==> config.mk <==
export PLATFORM = sky130hd
export DESIGN_NAME = cps_protection_sequencer
export DESIGN_NICKNAME = d
export VERILOG_FILES = /design/src/cps_pkg.sv /design/src/cps_protection_sequencer.sv
export SDC_FILE = /design/constraint.sdc
export NUM_CORES = 1
export LEC_CHECK = 0
export BUFFER_PORTS_ARGS = -buffer_cell sky130_fd_sc_hd__buf_2
export CAP_MARGIN = 20
export CELL_PAD_IN_SITES_DETAIL_PLACEMENT = 2
export CELL_PAD_IN_SITES_GLOBAL_PLACEMENT = 2
export CORE_ASPECT_RATIO = 1.5
export CORE_MARGIN = 2
export CORE_UTILIZATION = 30
export CTS_CLUSTER_SIZE = 8
export DETAILED_ROUTE_END_ITERATION = 10
export HOLD_SLACK_MARGIN = 0.1
export PLACE_DENSITY_LB_ADDON = 0.1
export SYNTH_ARGS = -nofsm -noshare
export SYNTH_HDL_FRONTEND = slang
export SYNTH_SLANG_ARGS = --single-unit
==> constraint.sdc <==
create_clock -name mclk -period 4.8 [get_ports mclk]
set_input_delay 0.24 -clock mclk [delete_from_list [all_inputs] [get_ports mclk]]
set_output_delay 0.24 -clock mclk [all_outputs]
set_load 0.1 [all_outputs]
==> src/cps_pkg.sv <==
// ****************************************************************
// timing and count constants for the protection sequencer
// ****************************************************************
package cps_pkg;
  // system clock
  localparam int unsigned MCLK_PERIOD_NS   = 25;
  localparam int unsigned MCLK_MHZ         = 40;
  // timer capacitor tick period with the nominal capacitor fitted
  localparam int unsigned CT_TICK_US       = 250;
  // timer-derived periods, as printed for the nominal capacitor
  localparam int unsigned SS_TIME_US       = 10000;
  localparam int unsigned OLP_TIME_US      = 64000;
  localparam int unsigned PFC_OFF_TIME_US  = 1000000;
  localparam int unsigned PFC_OFF_LONG_US  = 8000000;
  localparam logic [15:0] SS_TICKS         = 16'(SS_TIME_US / CT_TICK_US);
  localparam logic [15:0] OLP_TICKS        = 16'(OLP_TIME_US / CT_TICK_US);
  localparam logic [15:0] PFC_OFF_TICKS    = 16'(PFC_OFF_TIME_US / CT_TICK_US);
  localparam logic [15:0] PFC_OFF_LONG_TK  = 16'(PFC_OFF_LONG_US / CT_TICK_US);
  // short-circuit debounce, counted on the system clock
  localparam int unsigned OUTPUT_SHORT_PROTECTION_TIME_US     = 16000;
  localparam int unsigned OUTPUT_SHORT_PROTECTION_CYC_DEF     = OUTPUT_SHORT_PROTECTION_TIME_US * MCLK_MHZ;
  // aux overvoltage sampling delay after gate turn-off (rounded up)
  localparam int unsigned AUX_BLANK_NS     = 3000;
  localparam logic [7:0]  AUX_BLANK_CYC    =
    8'((AUX_BLANK_NS + MCLK_PERIOD_NS - 1) / MCLK_PERIOD_NS);
  // consecutive aux overvoltage cycles to trip, turn-off crossings to release
  localparam logic [2:0]  AUX_OV_TRIP      = 3'h4;
  localparam logic [2:0]  OLP_UV_COUNT     = 3'h4;
  // reset values
  localparam logic        FAULT_RST        = 1'b0;
endpackage : cps_pkg

==> src/cps_protection_sequencer.sv <==
`timescale 1ns/1ps
module cps_protection_sequencer
  import cps_pkg::*;
#(
  parameter bit          OLP_LATCH   = 1'b0,
  parameter bit          OVP_LATCH   = 1'b0,
  parameter bit          EXT_LATCH   = 1'b1,
  parameter bit          PFC_LONG    = 1'b0,
  parameter int unsigned OUTPUT_SHORT_PROTECTION_CYC    = OUTPUT_SHORT_PROTECTION_CYC_DEF
) (
  input  wire logic mclk,
  input  wire logic rst,
  input  wire logic ct_tick_pin,
  input  wire logic supply_on_cmp,
  input  wire logic supply_low_cmp,
  input  wire logic supply_ov_cmp,
  input  wire logic fb_overload_cmp,
  input  wire logic fb_pwm_off_cmp,
  input  wire logic aux_zero_cmp,
  input  wire logic aux_ov_cmp,
  input  wire logic chip_hot_cmp,
  input  wire logic thermistor_low_cmp,
  input  wire logic pfc_light_load_cmp,
  output logic      flyback_gate_q,
  output logic      pfc_gate_en_q,
  output logic      softstart_q,
  output logic      olp_q,
  output logic      output_short_protection_q,
  output logic      ovp_q,
  output logic      ext_q,
  output logic      otp_q
);

  // ****************************************************************
  // input synchronisers
  // ****************************************************************
  localparam int NSYNC = 11;
  logic [NSYNC-1:0] raw_in;
  logic [NSYNC-1:0] sync1_q;
  logic [NSYNC-1:0] sync2_q;
  assign raw_in = {ct_tick_pin, supply_on_cmp, supply_low_cmp, supply_ov_cmp,
                   fb_overload_cmp, fb_pwm_off_cmp, aux_zero_cmp, aux_ov_cmp,
                   chip_hot_cmp, thermistor_low_cmp, pfc_light_load_cmp};

  // two flops per comparator; first stage feeds only the second
  genvar gi;
  generate
    for (gi = 0; gi < NSYNC; gi++) begin : g_sync
      always_ff @(posedge mclk) begin
        if (rst) begin
          sync1_q[gi] <= 1'b0;
          sync2_q[gi] <= 1'b0;
        end else begin
          sync1_q[gi] <= raw_in[gi];
          sync2_q[gi] <= sync1_q[gi];
        end
      end
    end
  endgenerate

  logic ct_s, supply_ok_s, low10_s, sup_ov_s, fb_ovl_s, pwm_off_s;
  logic zcd_s, aux_ov_s, hot_s, therm_s, light_s;
  assign {ct_s, supply_ok_s, low10_s, sup_ov_s, fb_ovl_s, pwm_off_s,
          zcd_s, aux_ov_s, hot_s, therm_s, light_s} = sync2_q;

  // ****************************************************************
  // edge detection
  // ****************************************************************
  logic ct_prev_q, sup_prev_q, zcd_prev_q, gate_prev_q;
  logic ct_tick, supply_rise, supply_fall, zcd_fall, gate_fall;

  // previous values for edges
  always_ff @(posedge mclk) begin
    if (rst) begin
      ct_prev_q   <= 1'b0;
      sup_prev_q  <= 1'b0;
      zcd_prev_q  <= 1'b0;
      gate_prev_q <= 1'b0;
    end else begin
      ct_prev_q   <= ct_s;
      sup_prev_q  <= supply_ok_s;
      zcd_prev_q  <= zcd_s;
      gate_prev_q <= flyback_gate_q;
    end
  end

  assign ct_tick     = ct_s && !ct_prev_q;
  assign supply_rise = supply_ok_s && !sup_prev_q;       // turn-on crossing
  assign supply_fall = !supply_ok_s && sup_prev_q;       // turn-off crossing
  assign zcd_fall    = !zcd_s && zcd_prev_q;
  assign gate_fall   = gate_prev_q && !flyback_gate_q;

  // ****************************************************************
  // overload: timer debounce and turn-off crossing divider
  // ****************************************************************
  logic [15:0] olp_cnt_q;
  logic [2:0]  olp_uv_q;
  logic        olp_set;
  assign olp_set = fb_ovl_s && ct_tick && (olp_cnt_q >= OLP_TICKS - 16'h0001);

  // debounce counts timer ticks while feedback sits at the overload level
  always_ff @(posedge mclk) begin
    if (rst || !fb_ovl_s || olp_q) begin
      olp_cnt_q <= 16'h0000;
    end else if (ct_tick && olp_cnt_q != 16'hFFFF) begin
      olp_cnt_q <= olp_cnt_q + 16'h0001;
    end
  end

  // count turn-off crossings only while tripped; saturates at release
  always_ff @(posedge mclk) begin
    if (rst || !olp_q) begin
      olp_uv_q <= 3'h0;
    end else if (supply_fall && olp_uv_q < OLP_UV_COUNT) begin
      olp_uv_q <= olp_uv_q + 3'h1;
    end
  end

  // set wins over the release at turn-on
  always_ff @(posedge mclk) begin
    if (rst) begin
      olp_q <= FAULT_RST;
    end else if (olp_set) begin
      olp_q <= 1'b1;
    end else if (!OLP_LATCH && supply_rise && olp_uv_q == OLP_UV_COUNT) begin
      olp_q <= 1'b0;
    end
  end

  // ****************************************************************
  // output short: fast debounce on the system clock
  // ****************************************************************
  logic [31:0] output_short_protection_cnt_q;
  logic        output_short_protection_cond;
  assign output_short_protection_cond = fb_ovl_s && low10_s;

  // count only while overload and low supply coincide
  always_ff @(posedge mclk) begin
    if (rst || !output_short_protection_cond || output_short_protection_q) begin
      output_short_protection_cnt_q <= 32'h0000_0000;
    end else if (output_short_protection_cnt_q != 32'(OUTPUT_SHORT_PROTECTION_CYC)) begin
      output_short_protection_cnt_q <= output_short_protection_cnt_q + 32'h0000_0001;
    end
  end

  // auto-recovery: released at the next turn-on unless still set
  always_ff @(posedge mclk) begin
    if (rst) begin
      output_short_protection_q <= FAULT_RST;
    end else if (output_short_protection_cond && output_short_protection_cnt_q == 32'(OUTPUT_SHORT_PROTECTION_CYC)) begin
      output_short_protection_q <= 1'b1;
    end else if (supply_rise) begin
      output_short_protection_q <= 1'b0;
    end
  end

  // ****************************************************************
  // aux winding overvoltage sampling
  // ****************************************************************
  logic [7:0] blank_q;
  logic [2:0] aux_cnt_q;
  logic       aux_sample;
  assign aux_sample = (blank_q == 8'h01);

  // blank leakage ringing after each turn-off, then sample once
  always_ff @(posedge mclk) begin
    if (rst) begin
      blank_q <= 8'h00;
    end else if (gate_fall) begin
      blank_q <= AUX_BLANK_CYC;
    end else if (blank_q != 8'h00) begin
      blank_q <= blank_q - 8'h01;
    end
  end

  // consecutive event counter; a quiet cycle or a trip starts it again,
  // else a saturated count would never re-trip after auto-recovery
  always_ff @(posedge mclk) begin
    if (rst || ovp_q) begin
      aux_cnt_q <= 3'h0;
    end else if (aux_sample && !aux_ov_s) begin
      aux_cnt_q <= 3'h0;
    end else if (aux_sample && aux_cnt_q < AUX_OV_TRIP) begin
      aux_cnt_q <= aux_cnt_q + 3'h1;
    end
  end

  // supply and aux overvoltage share one policy; supply trips at once
  always_ff @(posedge mclk) begin
    if (rst) begin
      ovp_q <= FAULT_RST;
    end else if (sup_ov_s || (aux_sample && aux_ov_s &&
                 aux_cnt_q == AUX_OV_TRIP - 3'h1)) begin
      ovp_q <= 1'b1;
    end else if (!OVP_LATCH && supply_rise) begin
      ovp_q <= 1'b0;
    end
  end

  // ****************************************************************
  // thermistor latch and chip overtemperature
  // ****************************************************************
  always_ff @(posedge mclk) begin
    if (rst) begin
      ext_q <= FAULT_RST;
    end else if (therm_s) begin
      ext_q <= 1'b1;
    end else if (!EXT_LATCH && supply_rise) begin
      ext_q <= 1'b0;
    end
  end

  // comparator carries the hysteresis, so follow it directly
  always_ff @(posedge mclk) begin
    if (rst) begin
      otp_q <= FAULT_RST;
    end else begin
      otp_q <= hot_s;
    end
  end

  // ****************************************************************
  // gate drive
  // ****************************************************************
  logic any_fault, gate_allow, allow_prev_q;
  assign any_fault  = olp_q || output_short_protection_q || ovp_q || ext_q || otp_q;
  assign gate_allow = supply_ok_s && !any_fault;

  always_ff @(posedge mclk) begin
    if (rst) begin
      allow_prev_q <= 1'b0;
    end else begin
      allow_prev_q <= gate_allow;
    end
  end

  // first pulse on enable gives the turn-on burst when a fault persists
  always_ff @(posedge mclk) begin
    if (rst || !gate_allow) begin
      flyback_gate_q <= 1'b0;
    end else if (flyback_gate_q && pwm_off_s) begin
      flyback_gate_q <= 1'b0;
    end else if (!flyback_gate_q && (zcd_fall || !allow_prev_q)) begin
      flyback_gate_q <= 1'b1;
    end
  end

  // soft-start window after each turn-on
  logic [15:0] ss_cnt_q;
  always_ff @(posedge mclk) begin
    if (rst || supply_rise) begin
      ss_cnt_q    <= 16'h0000;
      softstart_q <= 1'b1;
    end else if (ct_tick && softstart_q) begin
      ss_cnt_q    <= ss_cnt_q + 16'h0001;
      softstart_q <= (ss_cnt_q < SS_TICKS - 16'h0001);
    end
  end

  // pfc light-load turn-off debounce; resumes at once when load returns
  logic [15:0] pfc_cnt_q;
  logic [15:0] pfc_lim;
  assign pfc_lim = PFC_LONG ? PFC_OFF_LONG_TK : PFC_OFF_TICKS;
  always_ff @(posedge mclk) begin
    if (rst || !light_s) begin
      pfc_cnt_q <= 16'h0000;
    end else if (ct_tick && pfc_cnt_q != pfc_lim) begin
      pfc_cnt_q <= pfc_cnt_q + 16'h0001;
    end
  end

  always_ff @(posedge mclk) begin
    if (rst) begin
      pfc_gate_en_q <= 1'b0;
    end else begin
      pfc_gate_en_q <= gate_allow && !(light_s && pfc_cnt_q == pfc_lim);
    end
  end
endmodule : cps_protection_sequencer

==> impl_metrics.yaml, run 1 <==
floorplanning:
  die-area_sq_um: 20600
  coreArea_sq_um: 19100
  ios: 21
  start_util_pct: 30.5
  dieHeight_um: 175
  die_x_um: 118
  rows: 62
synth:
  synth_commonest_cells: "dfxtp_1, a21oi_1, nor2_1"
  synth_async_sr_flop_share_pct: 0
  synth_most_common_cell: "dfxtp_1"
  yosys.area.top_type: "dfxtp_1"
  synth_nets: 689
  synth_area_per_cell_sq_um: 8.77
  synth_edf_count: 0
  ys_types: 52
  ys_ff_latch: 129
  synth_area_sq_um: 5820
  yosysSeqAreaShare_pct: 44.4
  yosysTopAreaCellShare_pct: 44.4
  synthCells: 664
  yosysWarningCount: 0
  synthTopCellsByArea: "dfxtp_1, a21oi_1, or4_1"
  synth-main-ff-cell: "dfxtp_1"
hold_path:
  hold_class: "input port to flop"
  hold_path_depth: 2
  holdPathEnd: "output_short_protection_q$_SDFFE_PP0P_"
  min_from: "rst"
worst_setup_path:
  r2r_cells: 4
  r2r_end: "ss_cnt_q[15]$_SDFFE_PP0P_"
  critPathKind: "flop to flop"
  crit_family: "simple AND/OR/NAND/NOR gates"
  cp_num_buf_inv: 0
  slowest_stage: "or4_4"
  reg2reg_from: "ct_s$_SDFF_PP0_"
  crit_fanout: 11
  crit_required_ns: 5.15
  crit_path_start_kind: "flop"
  cp_cell_sequence: "nand3b_1 -> or4_4 -> or4_1 -> a21oi_1"
  critPathCaptureType: "flop"
  ff2ff_setup_slack_ns: 2.58
  cp_data_arrival_time_ns: 2.57
  slowest_delay_ns: 0.64
route:
  viasPerCell: 5.30
  drt-initial-drc-count: 151
  drc: 0
  ant_nets: 0
  avgRoutedWirePerCell_um: 16.8
  vias: 5089
  drtPass1Iterations: 4
  routed_wirelength_um: 16100
placed_design:
  io_buffer_count: 20
  dp_hpwl_um: 11700
  post-place-ws_ns: 2.59
  gp_routability_congestion: 0.764
sta:
  final-hold-violation-count: 0
  slew_violations: 0
  fmax_ghz: 0.450
  setup_viol: 0
  tightestPinTransition_ns: 0.657
  post-route-period-util_pct: 46.3
  fin_tns_setup_ns: 0
  rsz0062_at_grt: "no"
  skew_ns: 0.0123
  setup_ws_ns: 2.58
  relSlewSlack_pct: 56.1
  period_minus_slack_ns: 2.22
  whs_ns: 0.131
power:
  finalPower_mw: 2.67
  power_frac_seq_pct: 43.0
  pwr_density_cell_nw_per_um2: 388
  p_sw_share_pct: 28.4
  ir_worst_vdd_uv: 229
  intPower_mw: 1.91
  pwr-share-comb_pct: 8.9
  power_switching_mw: 0.757
  p_clk_share_pct: 48.1
  p_leak_nw: 2.24
global_route:
  antenna_found_initial: 0
  grt_pass1_vias: 5568
  grt_usage_pct: 16.6
  grt_pass1_wl_um: 27700
  grt-ovfl-total: 0
  grt_max_degree: 39
cts:
  htreeDepth: 4
  worstSkewPairLatency_ns: 0.43
  cts_root_buffer: "clkbuf_16"
  tritoncts: "yes"
  cts_sinks: 129
  clock_path_buffers: 2
  numCtsBuffers: 17
  cts.clk_slew.worst_paths_ns: 0.06
job:
  drv_cap: 0
final_layout:
  syn_to_final_growth_pct: 18.2
  drive_gt1_share_pct: 9.36
  num-nets-final: 717
  final_core_util_pct: 36.0
  diodes: 0
outcome:
  outcome: "finished clean"
-- worst max-delay path by stage --
stage / startpoint / endpoint / slack (ns) / cells after the start
floorplan: softstart_q$_SDFFE_PP1P_ / ss_cnt_q[15]$_SDFFE_PP0P_ / 2.47 / 4
global placement: output_short_protection_cnt_q[9]$_SDFFE_PP0P_ / output_short_protection_cnt_q[26]$_SDFFE_PP0P_ / 2.60 / 4
detailed placement: output_short_protection_cnt_q[9]$_SDFFE_PP0P_ / output_short_protection_cnt_q[25]$_SDFFE_PP0P_ / 2.59 / 4
CTS: output_short_protection_cnt_q[6]$_SDFFE_PP0P_ / output_short_protection_cnt_q[25]$_SDFFE_PP0P_ / 2.57 / 4
global route: output_short_protection_cnt_q[6]$_SDFFE_PP0P_ / output_short_protection_cnt_q[26]$_SDFFE_PP0P_ / 2.38 / 4
finish: ct_s$_SDFF_PP0_ / ss_cnt_q[15]$_SDFFE_PP0P_ / 2.58 / 4
-- cell usage in the layout (no fill, tap or decap), types with 4 or more instances in the layout --
cell type	n
clkbuf_16	17
or4_1	31
a21oi_1	58
nand2_1	44
o31ai_1	26
inv_8	7
nand3_1	33
nor2_1	49
and3_1	13
dfxtp_1	129
mux2i_1	4
nor2b_1	29
or3_1	15
dlygate4sd3_1	11
and4_1	9
ha_1	12
xor2_1	17
o21ai_0	15
and2_1	4
nor3_1	15
nor4_1	15
nand2b_1	10
nand4_1	27
xnor2_1	15
inv_1	21
buf_2	20
-- logic make-up after synthesis --
logic type | Yosys count | synth area share, %
AND/OR/NAND/NOR | 317 | 31.3
flip-flops | 129 | 44.4
AO/OA/AOI/OAI | 123 | 13.0
buffers and inverters | 47 | 3.22
XOR/XNOR | 32 | 4.82
adder cells (fa/ha/maj) | 12 | 2.58
multiplexers | 4 | 0.688
-- repair_timing --
item                      in CTS  in global routing
hold buffers                  11                  0
gates resized for setup        0                  0
hold endpoints to repair      11                  0
setup buffers                  0                  0
-- final cells by class --
cell class / instances / area (sq um)
multi-input combinational: 488 / 3050
tap: 256 / 320
inverter: 21 / 78.8
sequential: 129 / 2580
fill: 2218 / 12200
clock buffer: 17 / 425
clock inverter: 15 / 161
timing repair buffer: 35 / 260
-- per-stage QoR --
| stage | area (sq um) | std cells |
|---|---|---|
| after floorplan | 5820 | 664 |
| after global placement | 6150 | 916 |
| after detailed placement | 6180 | 918 |
| after CTS | 6880 | 961 |
| after global routing | 6880 | 961 |
| final | 6880 | 961 |
-- worst reg2reg max path, cell delays in order, from the launching register on --
cell,delay [ns]
dfxtp_1,0.49
nand3b_1,0.37
or4_4,0.64
or4_1,0.49
a21oi_1,0.17
-- power groups by stage --
stage	Clock [mW]	Combinational, mW	Sequential [mW]
2_1_floorplan	0	0.176	1.17
3_3_place_gp	0	0.223	1.17
3_5_place_dp	0	0.236	1.17
4_1_cts	1.32	0.243	1.15
5_1_grt	1.37	0.268	1.15
6_report	1.28	0.238	1.15
-- registers in the layout, indices dropped and copies added, names as in the netlist, 3 cells and up --
| name | flops |
|---|---|
| aux_cnt_q | 3 |
| sync1_q | 11 |
| blank_q | 8 |
| pfc_cnt_q | 16 |
| output_short_protection_cnt_q | 32 |
| olp_cnt_q | 16 |
| ss_cnt_q | 16 |
| olp_uv_q | 3 |
-- metal layers --
layer,track usage [%],routed length (um)
met1,17.1,6490
met2,32.6,9080
met3,3.20,309
met4,6.12,254
met5,0,0
No activity file was read; power rests on OpenSTA's default activity.
==> inputs of run 2 (changes only) <==
Clock period 4.8 ns to 2.05 ns, I/O delays scaled along.
==> run 2 against run 1 <==
  * First-iteration DRC count fell by 26%
  * Power rose by 140%
  * Cell area rose by 1.4%
  * Hold slack improved by 0.28 ns
  * Via count rose by 1.5%
  * Critical endpoint is now ss_cnt_q[13]$_SDFFE_PP0P_
==> impl_metrics.yaml, run 2 (same netlist as run 1, synthesis figures left out) <==
worst_setup_path:
  critPathKind: "flop to flop"
  crit_fanout: 10
  crit_required_ns: 2.39
  crit_path_start_kind: "flop"
  r2r_cells: 5
  critPathCaptureType: "flop"
  ff2ff_setup_slack_ns: 0.15
  r2r_end: "ss_cnt_q[13]$_SDFFE_PP0P_"
  cp_data_arrival_time_ns: 2.24
  reg2reg_from: "ct_s$_SDFF_PP0_"
  crit_start: "ct_s$_SDFF_PP0_"
route:
  ant_nets: 0
  vias: 5164
  drtPass1Iterations: 4
  drt-initial-drc-count: 112
  viasPerCell: 5.29
  routed_wirelength_um: 16300
  drc: 0
  avgRoutedWirePerCell_um: 16.6
placed_design:
  io_buffer_count: 20
  post-place-ws_ns: 0.116
  gp_routability_congestion: 0.760
  placed_area_sq_um: 6280
  dp_hpwl_um: 11800
power:
  ir_worst_vdd_uv: 467
  pwr_density_cell_nw_per_um2: 903
  p_leak_nw: 2.30
  finalPower_mw: 6.30
hold_path:
  min_from: "pwm_off_s$_SDFF_PP0_"
  hold_class: "flop to flop"
  holdPathEnd: "flyback_gate_q$_SDFFE_PP0P_"
  hold_path_depth: 1
cts:
  clock_path_buffers: 2
  tritoncts: "yes"
  cts_sinks: 129
  htreeDepth: 4
  cts_setup_buffers: 0
  cts.clk_slew.worst_paths_ns: 0.06
  worstSkewPairLatency_ns: 0.43
  cts_resized: 0
  numCtsBuffers: 17
  cts_root_buffer: "clkbuf_16"
global_route:
  grt-ovfl-total: 0
  grt_usage_pct: 16.5
  antenna_found_initial: 0
  grt_pass1_wl_um: 27800
  grt_pass1_vias: 5689
  grt_max_degree: 29
sta:
  skew_ns: 0.0139
  period_minus_slack_ns: 1.90
  post-route-period-util_pct: 92.8
  fin_tns_setup_ns: 0
  setup_viol: 0
  setup_ws_ns: 0.148
  rsz0062_at_grt: "no"
  final-hold-violation-count: 0
  fmax_ghz: 0.526
  slew_violations: 0
  tightestPinTransition_ns: 0.541
  relSlewSlack_pct: 63.6
final_layout:
  layout_commonest_cell: "dfxtp_1"
  fill_cells: 2168
  layout_common_cells: "dfxtp_1, a21oi_1, nor2_1"
  syn_to_final_growth_pct: 19.9
  regMostFlops: "output_short_protection_cnt_q"
  num-nets-final: 733
  drive_gt1_share_pct: 11.4
  final_cell_area_sq_um: 6980
  diodes: 0
  largest_reg_flops: 32
  final_core_util_pct: 36.6
floorplanning:
  coreArea_sq_um: 19100
  ios: 21
  start_util_pct: 30.5
  dieHeight_um: 175
  die_x_um: 118
  die-area_sq_um: 20600
  rows: 62
job:
  drv_cap: 0
outcome:
  outcome: "finished clean"
[run 2: layer usage]
metal  vias to the layer above  GRT usage (%)  wire length, um
met5                         -              0                0
met1                      2575           17.1             6680
met2                        39           32.8             9110
met3                        17           3.17              282
met4                         0           5.32              186
li1                       2533              -                -
[run 2: where the power goes]
group	switching, mW	leakage, nW	total, mW	internal (mW)
logic	0.333	0.971	0.603	0.270
registers	0.0911	1.05	2.69	2.60
clock network	1.38	0.283	3.01	1.64
total	1.80	2.30	6.30	4.50
[run 2: worst max-delay path: stages (launching register included)]
cell	delay (ns)
dfxtp_1	0.45
nand3b_1	0.15
buf_4	0.19
or3_1	0.40
or4_1	0.43
a21oi_1	0.19
[run 2: per-stage QoR]
step / hold slack (ns) / instances
after floorplan: 0.231 / 664
after global placement: 0.311 / 933
after detailed placement: 0.322 / 933
after CTS: 0.391 / 977
after global routing: 0.431 / 977
final: 0.415 / 977
[run 2: cell type report]
class	count	area, sq um	area share, %
clock buffer	17	425	6.10
clock inverter	15	156	2.24
inverter	21	78.8	1.13
multi-input combinational	488	3050	43.7
sequential	129	2580	37.0
tap	256	320	4.59
timing repair buffer	51	363	5.20
[run 2: worst max path at each step]
| stage | endpoint | slack [ns] | depth (start not counted) |
|---|---|---|---|
| 2_1_floorplan | ss_cnt_q[15]$_SDFFE_PP0P_ | 0.06 | 4 |
| 3_3_place_gp | ss_cnt_q[15]$_SDFFE_PP0P_ | 0.23 | 4 |
| 3_5_place_dp | ss_cnt_q[13]$_SDFFE_PP0P_ | 0.12 | 5 |
| 4_1_cts | ss_cnt_q[13]$_SDFFE_PP0P_ | 0.11 | 5 |
| 5_1_grt | output_short_protection_cnt_q[23]$_SDFFE_PP0P_ | 0.02 | 5 |
| 6_report | ss_cnt_q[13]$_SDFFE_PP0P_ | 0.15 | 5 |
[run 2: what timing repair did]
action                                  in CTS  in global routing
endpoints found under the hold margin       12                  0
endpoints found under the setup margin       0                  0
hold buffers                                12                  0
